**src/logic/imr_consts.svh**
```systemverilog
// Constants for the two-wire master receive sequencer
// Assumes inclusion by bare name from logic files
`ifndef IMR_CONSTS_SVH
`define IMR_CONSTS_SVH
`define IMR_BITS_PER_BYTE  4'h8
`define IMR_ACK_BIT_INDEX  4'h9
`define IMR_BRG_RELOAD_RST 8'h04
`define IMR_BYTE_RST       8'h00
`endif

```
**src/logic/imr_pkg.sv**
```systemverilog
// Types for the two-wire master receive sequencer
// Assumes imr_consts.svh is on the include path
package imr_pkg;
   typedef enum logic [5:0] {
      ST_IDLE  = 6'b00_0001,
      ST_START = 6'b00_0010,
      ST_ADDR  = 6'b00_0100,
      ST_RECV  = 6'b00_1000,
      ST_ACK   = 6'b01_0000,
      ST_HOLD  = 6'b10_0000
   } imr_state_t;

   typedef struct packed {
      logic receiveEnable;
      logic startEnable;
      logic ackSequenceEnable;
      logic ackDataValue;
   } imr_ctrl_t;

   typedef struct packed {
      logic bufferFullFlag;
      logic receiveOverflowFlag;
      logic writeCollisionFlag;
      logic ackStatus;
      logic serialIrqFlag;
   } imr_status_t;
endpackage : imr_pkg

```
**src/logic/imr_brg.sv**
```systemverilog
// Baud rate generator: pulses on each rollover while running
// Assumes same clock as the sequencer
`timescale 1ns/1ps
`default_nettype none
module imr_brg #(
   parameter int RW = 8
) (
   // Clock and reset
   input  wire logic          mclk,
   input  wire logic          rst,
   // Control
   input  wire logic          run,
   input  wire logic [RW-1:0] reload,
   // Rollover
   output logic               rollover
);
   logic [RW-1:0] count;

   if (RW < 2) begin : g_rw_check
      $error("imr_brg: RW too small");
   end

   always_ff @(posedge mclk) begin
      if (rst || !run) begin
         count    <= '0;
         rollover <= 1'b0;
      end else if (count == '0) begin
         count    <= reload;
         rollover <= 1'b1;
      end else begin
         count    <= count - 1'b1;
         rollover <= 1'b0;
      end
   end
endmodule : imr_brg
`default_nettype wire

```
**src/logic/imr_sequencer.sv**
```systemverilog
// Master receive sequencer of a two-wire serial port
// Assumes CPU strobes are one-cycle pulses on mclk; bus pins are open drain
//
// Notes on behaviour
// - Receive-enable set ignored unless module idle or holding
// - In receive, each rollover toggles SCL; every second one, ending the high phase, samples SDA
// - After eighth fall: load buffer, flag, hold SCL
// - After byte, stay in hold and accept next command
// - Buffer-full set on load, cleared by read
// - Overflow when byte completes with buffer full
// - Buffer write during shifting sets collision
// - Start-enable makes Start, then interrupt flag
// - Address write shifts eight bits out immediately
// - Ninth clock samples slave ack, flags interrupt
// - Ack-enable clocks ack data out, flags interrupt
// - Rate generator paces every bus operation
`include "imr_consts.svh"
`timescale 1ns/1ps
`default_nettype none
module imr_sequencer #(
   parameter int BRG_W = 8
) (
   // Clock and reset
   input  wire logic              mclk,
   input  wire logic              rst,
   // CPU control strobes
   input  wire logic              setReceiveEnable,
   input  wire logic              setStartEnable,
   input  wire logic              setAckSequenceEnable,
   input  wire logic              ackDataIn,
   input  wire logic              clearIrq,
   input  wire logic              clearOverflow,
   input  wire logic              clearCollision,
   input  wire logic [BRG_W-1:0]  brgReload,
   // CPU buffer access
   input  wire logic              bufWrite,
   input  wire logic [7:0]        bufWriteData,
   input  wire logic              bufRead,
   output logic [7:0]             serialDataBuffer,
   // Control and status view
   output imr_pkg::imr_ctrl_t     serialControlTwo,
   output imr_pkg::imr_status_t   status,
   // Bus pins
   input  wire logic              sclIn,
   output logic                   sclOut,
   output logic                   sclOe,
   input  wire logic              sdaIn,
   output logic                   sdaOut,
   output logic                   sdaOe
);
   imr_pkg::imr_state_t state;
   logic       sclMeta, sclSync, sdaMeta, sdaSync;
   logic       rollover, brgRun, sclLevel, sdaLow;
   logic [3:0] bitCount;
   logic [7:0] rxShiftRegister, txShift;
   logic       phase;

   if (BRG_W < 2) begin : g_brg_w_check
      $error("imr_sequencer: BRG_W too small");
   end

   ////////////////////////////////////////////////////////////////////////
   // Pin synchronisers
   always_ff @(posedge mclk) begin
      if (rst) begin
         sclMeta <= 1'b1;
         sclSync <= 1'b1;
         sdaMeta <= 1'b1;
         sdaSync <= 1'b1;
      end else begin
         sclMeta <= sclIn;
         sclSync <= sclMeta;
         sdaMeta <= sdaIn;
         sdaSync <= sdaMeta;
      end
   end

   ////////////////////////////////////////////////////////////////////////
   // Rate generator runs in every active state
   assign brgRun = (state != imr_pkg::ST_IDLE) && (state != imr_pkg::ST_HOLD);

   imr_brg #(.RW(BRG_W)) u_brg (
      .mclk     (mclk),
      .rst      (rst),
      .run      (brgRun),
      .reload   (brgReload),
      .rollover (rollover)
   );

   ////////////////////////////////////////////////////////////////////////
   // Sequencer
   always_ff @(posedge mclk) begin
      if (rst) begin
         state           <= imr_pkg::ST_IDLE;
         sclLevel        <= 1'b1;
         sdaLow          <= 1'b0;
         bitCount        <= 4'h0;
         phase           <= 1'b0;
         rxShiftRegister <= `IMR_BYTE_RST;
         txShift         <= `IMR_BYTE_RST;
         serialControlTwo <= '0;
      end else begin
         unique case (state)
            imr_pkg::ST_IDLE, imr_pkg::ST_HOLD: begin
               if (setStartEnable) begin
                  serialControlTwo.startEnable <= 1'b1;
                  state    <= imr_pkg::ST_START;
                  phase    <= 1'b0;
               end else if (setReceiveEnable) begin
                  serialControlTwo.receiveEnable <= 1'b1;
                  state    <= imr_pkg::ST_RECV;
                  bitCount <= 4'h0;
                  sdaLow   <= 1'b0;
               end else if (setAckSequenceEnable) begin
                  serialControlTwo.ackSequenceEnable <= 1'b1;
                  serialControlTwo.ackDataValue      <= ackDataIn;
                  sdaLow   <= ~ackDataIn;
                  state    <= imr_pkg::ST_ACK;
                  phase    <= 1'b0;
               end else if (bufWrite) begin
                  txShift  <= bufWriteData;
                  sdaLow   <= ~bufWriteData[7];
                  bitCount <= 4'h0;
                  state    <= imr_pkg::ST_ADDR;
               end
            end
            imr_pkg::ST_START: begin
               if (rollover) begin
                  if (!phase) begin
                     sdaLow <= 1'b1;
                     phase  <= 1'b1;
                  end else begin
                     sclLevel <= 1'b0;
                     serialControlTwo.startEnable <= 1'b0;
                     state    <= imr_pkg::ST_HOLD;
                  end
               end
            end
            imr_pkg::ST_ADDR: begin
               if (rollover) begin
                  sclLevel <= ~sclLevel;
                  if (!sclLevel && sclSync == 1'b0) begin
                     if (bitCount == `IMR_BITS_PER_BYTE) begin
                        sdaLow <= 1'b0;
                     end
                  end else if (sclLevel) begin
                     bitCount <= bitCount + 4'h1;
                     if (bitCount < `IMR_BITS_PER_BYTE - 4'h1) begin
                        txShift <= {txShift[6:0], 1'b0};
                        sdaLow  <= ~txShift[6];
                     end else begin
                        sdaLow <= 1'b0;
                     end
                     if (bitCount == `IMR_BITS_PER_BYTE) begin
                        serialControlTwo.receiveEnable <= 1'b0;
                        state <= imr_pkg::ST_HOLD;
                     end
                  end
               end
            end
            imr_pkg::ST_RECV: begin
               if (rollover) begin
                  sclLevel <= ~sclLevel;
                  if (sclLevel) begin
                     // Sample at the end of the high phase, once the pin has settled
                     rxShiftRegister <= {rxShiftRegister[6:0], sdaSync};
                     bitCount <= bitCount + 4'h1;
                     if (bitCount == `IMR_BITS_PER_BYTE - 4'h1) begin
                        serialControlTwo.receiveEnable <= 1'b0;
                        state <= imr_pkg::ST_HOLD;
                     end
                  end
               end
            end
            imr_pkg::ST_ACK: begin
               if (rollover) begin
                  sclLevel <= ~sclLevel;
                  if (sclLevel) begin
                     sdaLow <= 1'b0;
                     serialControlTwo.ackSequenceEnable <= 1'b0;
                     state  <= imr_pkg::ST_HOLD;
                  end
               end
            end
         endcase
      end
   end

   ////////////////////////////////////////////////////////////////////////
   // Completion event one cycle ahead of the flags
   logic byteDone, addrAckDone, startDone, ackDone;
   assign byteDone    = (state == imr_pkg::ST_RECV) && rollover && sclLevel
                        && (bitCount == `IMR_BITS_PER_BYTE - 4'h1);
   assign addrAckDone = (state == imr_pkg::ST_ADDR) && rollover && sclLevel
                        && (bitCount == `IMR_BITS_PER_BYTE);
   assign startDone   = (state == imr_pkg::ST_START) && rollover && phase;
   assign ackDone     = (state == imr_pkg::ST_ACK) && rollover && sclLevel;

   ////////////////////////////////////////////////////////////////////////
   // Receive buffer; writes land only when the bus is quiet
   always_ff @(posedge mclk) begin
      if (rst) begin
         serialDataBuffer <= `IMR_BYTE_RST;
      end else if (byteDone) begin
         serialDataBuffer <= {rxShiftRegister[6:0], sdaSync};
      end else if (bufWrite && (state == imr_pkg::ST_IDLE || state == imr_pkg::ST_HOLD)
                   && !setStartEnable && !setReceiveEnable && !setAckSequenceEnable) begin
         serialDataBuffer <= bufWriteData;
      end
   end

   ////////////////////////////////////////////////////////////////////////
   // Overflow, collision, ack status, interrupt flag
   always_ff @(posedge mclk) begin
      if (rst) begin
         status.bufferFullFlag      <= 1'b0;
         status.receiveOverflowFlag <= 1'b0;
         status.writeCollisionFlag  <= 1'b0;
         status.ackStatus           <= 1'b1;
         status.serialIrqFlag       <= 1'b0;
      end else begin
         if (byteDone) begin
            status.bufferFullFlag <= 1'b1;
         end else if (bufRead) begin
            status.bufferFullFlag <= 1'b0;
         end
         if (byteDone && status.bufferFullFlag) begin
            status.receiveOverflowFlag <= 1'b1;
         end else if (clearOverflow) begin
            status.receiveOverflowFlag <= 1'b0;
         end
         if (bufWrite && brgRun) begin
            status.writeCollisionFlag <= 1'b1;
         end else if (clearCollision) begin
            status.writeCollisionFlag <= 1'b0;
         end
         if (addrAckDone) begin
            status.ackStatus <= sdaSync;
         end
         if (byteDone || addrAckDone || startDone || ackDone) begin
            status.serialIrqFlag <= 1'b1;
         end else if (clearIrq) begin
            status.serialIrqFlag <= 1'b0;
         end
      end
   end

   ////////////////////////////////////////////////////////////////////////
   // Open-drain pin drivers, registered
   always_ff @(posedge mclk) begin
      if (rst) begin
         sclOut <= 1'b0;
         sclOe  <= 1'b0;
         sdaOut <= 1'b0;
         sdaOe  <= 1'b0;
      end else begin
         sclOut <= 1'b0;
         sclOe  <= ~sclLevel;
         sdaOut <= 1'b0;
         sdaOe  <= sdaLow && (state != imr_pkg::ST_RECV);
      end
   end
endmodule : imr_sequencer
`default_nettype wire

```
**config.mk**
```make
export PLATFORM = sky130hd
export DESIGN_NAME = imr_sequencer
export DESIGN_NICKNAME = d
export VERILOG_FILES = /design/src/logic/imr_pkg.sv /design/src/logic/imr_brg.sv /design/src/logic/imr_sequencer.sv
export VERILOG_INCLUDE_DIRS = /design/src /design/src/logic
export SDC_FILE = /design/constraint.sdc
export NUM_CORES = 1
export LEC_CHECK = 0
export BUFFER_PORTS_ARGS = -buffer_cell sky130_fd_sc_hd__buf_2
export CAP_MARGIN = 20
export CORE_ASPECT_RATIO = 0.75
export CORE_UTILIZATION = 35
export CTS_CLUSTER_SIZE = 8
export DETAILED_ROUTE_END_ITERATION = 7
export PLACE_DENSITY_LB_ADDON = 0.15
export SETUP_SLACK_MARGIN = 0.02
export SKIP_LAST_GASP = 1
export SYNTH_ARGS = -nofsm -noshare
export SYNTH_HDL_FRONTEND = slang
export SYNTH_HIERARCHICAL = 1
export SYNTH_SLANG_ARGS = --single-unit
```
**constraint.sdc**
```tcl
create_clock -name mclk -period 3.4 [get_ports mclk]
set_clock_uncertainty 0.05 [all_clocks]
set_input_delay 0.34 -clock mclk [delete_from_list [all_inputs] [get_ports mclk]]
set_output_delay 0.34 -clock mclk [all_outputs]
set_load 0.02 [all_outputs]
```
==> impl_metrics.tcl <==
set metrics [dict create \
    tightestPinTransition_ps 842 \
    crit_fanout 14 \
    wl_per_cell_um 15.1 \
    final_common_cell "dfxtp_1" \
    cts-buffers-inserted 9 \
    syn_area_mm2 0.00304 \
    power_density_mw_per_mm2 625 \
    grt_pass1_wl_um 12500 \
    seq_area_frac_synth 0.388 \
    syn_inst 351 \
    synth-main-ff-cell "dfxtp_1" \
    drtAntennaViolNets 0 \
    critPathKind "flip-flop to flip-flop" \
    grt_max_degree 32 \
    wirelength_um 7600 \
    gp_congestion 0.853 \
    cts_tree "done" \
    ys_types 63 \
    max-vdd-ir-drop_uv 399 \
    num_antenna_cells 0 \
    crit_arrival_ps 2750 \
    rsz0062_at_grt "false" \
    dr_wl_met3_um 445 \
    ys_async_sr_fraction 0 \
    finalHoldViolations 0 \
    io_pins 50 \
    critPathLaunchType "flip-flop" \
    postCtsSetupBuffers 0 \
    die_h_um 82.7 \
    syn_to_final_growth_pct 19.4 \
    grt.overflow.total 0 \
    clock_sinks 59 \
    antenna_found_initial 0 \
    setup_viol 0 \
    dieWidth_um 110 \
    ys_ff_latch 59 \
    highest_layer "met4" \
    min_period_ps 2570 \
    layout_common_cells "dfxtp_1, buf_2, nor2_1" \
    dieArea_mm2 0.00907 \
    drv_slew 0 \
    grt_use_total 0.185 \
    core_mm2 0.00845 \
    dp_cells 489 \
    vias 2615 \
    syn_avg_cell_area_um2 8.66 \
    start_util 0.360 \
    hold-worst-slack_ps 144 \
    status "completed" \
    initialDrtViolationCount 188 \
    rows 29 \
    hpwlAfterDp_um 5500 \
    synth-edff-count 0 \
    holdBufCountCts 0 \
    fillers 870 \
    yosysWarnings 6 \
    vias_per_cell 5.19 \
    ctsLongestPathBuffers 2 \
    root_buffer "clkbuf_16" \
    routedLengthMet1_um 3960 \
    leakagePower_nw 1.50 \
    io_buffers 47 \
    insertion_delay_ps 330 \
    tns_ps 0 \
    place_ws_ps 853 \
    final_cell_count_no_fill 504 \
    post-route-util 0.429 \
    clk_pin_slew_ps 50 \
    worstHoldPathType "input pin to flip-flop" \
    drc 0 \
    first_global_vias 2428 \
    cts_resized 0 \
    drive_gt1_frac 0.225 \
    finalCritPeriodShare 0.756 \
    dr.pass1.iters 4 \
    fin_ws_ps 831 \
    relSlewSlack 0.435 \
    htree_levels 3 \
    required_ps 3580 \
    fin_nets 425 \
    end_kind "flip-flop" \
    route.met2.wl_um 3130 \
    maxCapViolCount 0 \
    fmax_ghz 0.389 \
]
-- critical path: stages (launching register included) --
cell and delay, ps:
dfxtp_1 430, or4_4 620, nor4_4 760, a41o_4 320
nor2_1 60, a311oi_1 230
-- final timing paths --
kind                               start    endpoint  slack, ps  depth (start not counted)
worst min-delay path               sdaIn     sdaMeta        140                          2
worst max-delay path            state[2]  txShift[3]        830                          5
worst min register to register   sdaMeta     sdaSync        360                          1
worst max register to register  state[2]  txShift[3]        830                          5
-- area by class of cell --
cell class,count,area (µm²),area share
Inverter,12,45.0,0.0124
Clock inverter,5,78.8,0.0217
Timing Repair Buffer,51,265,0.0731
Sequential cell,59,1180,0.325
Tap cell,108,135,0.0372
Clock buffer,10,229,0.0631
Multi-Input combinational cell,259,1700,0.467
-- state kept, by name, indices dropped and copies added, names as in the netlist, 4 cells and up --
name,flops
serialDataBuffer,8
u_brg/count,8
rxShiftRegister,7
txShift,7
state,6
status,5
bitCount,4
serialControlTwo,4
-- where the power goes --
part / internal [mW] / total [mW] / switching (mW)
Clock: 0.635 / 0.953 / 0.318
Sequential: 0.754 / 0.820 / 0.0665
Combinational: 0.216 / 0.496 / 0.280
-- logic make-up after synthesis --
| logic type | count (synthesis) | share of synthesized area |
|---|---|---|
| compound gates | 86 | 0.202 |
| flops | 59 | 0.388 |
| other cells | 1 | 0.00123 |
| simple gates | 138 | 0.244 |
| mux | 21 | 0.0695 |
| xor+xnor | 8 | 0.0230 |
| fa+ha+maj | 4 | 0.0165 |
| buf+inv | 34 | 0.0547 |
-- metal layers --
layer / vias up / global-route usage
met5: - / 0
met4: 0 / 0.0480
met3: 7 / 0.0581
met2: 55 / 0.263
met1: 1212 / 0.265
li1: 1341 / -
-- cell usage after synthesis (3+ instances only) --
master / number / area (µm²)
a211oi_1: 11 / 82.6
a21oi_1: 19 / 95.1
a311oi_1: 4 / 35.0
a311oi_2: 4 / 60.1
a31oi_1: 3 / 18.8
and3_1: 3 / 18.8
buf_2: 6 / 30.0
clkbuf_1: 12 / 45.0
dfxtp_1: 59 / 1180
ha_1: 4 / 50.1
inv_1: 12 / 45.0
mux2i_1: 20 / 200
nand2_1: 30 / 113
nand2b_1: 3 / 18.8
nand3_1: 5 / 25.0
nand3b_1: 3 / 22.5
nor2_1: 42 / 158
nor2_2: 4 / 25.0
nor2b_1: 6 / 37.5
nor3_1: 8 / 40.0
nor4b_1: 3 / 26.3
o2111ai_1: 3 / 26.3
o211ai_1: 4 / 30.0
o21a_1: 4 / 30.0
o21ai_0: 19 / 95.1
o32ai_1: 3 / 26.3
or2_2: 7 / 43.8
or3_1: 3 / 18.8
xnor2_1: 5 / 43.8
xor2_1: 3 / 26.3
-- per-stage QoR --
step | instance area, µm² | power, mW
3_5_place_dp | 3320 | 1.33
4_1_cts | 3630 | 2.29
5_1_grt | 3630 | 2.40
2_1_floorplan | 3040 | 1.21
6_report | 3630 | 2.27
3_3_place_gp | 3320 | 1.33
Note: power is estimated with default switching activity, not from simulation.
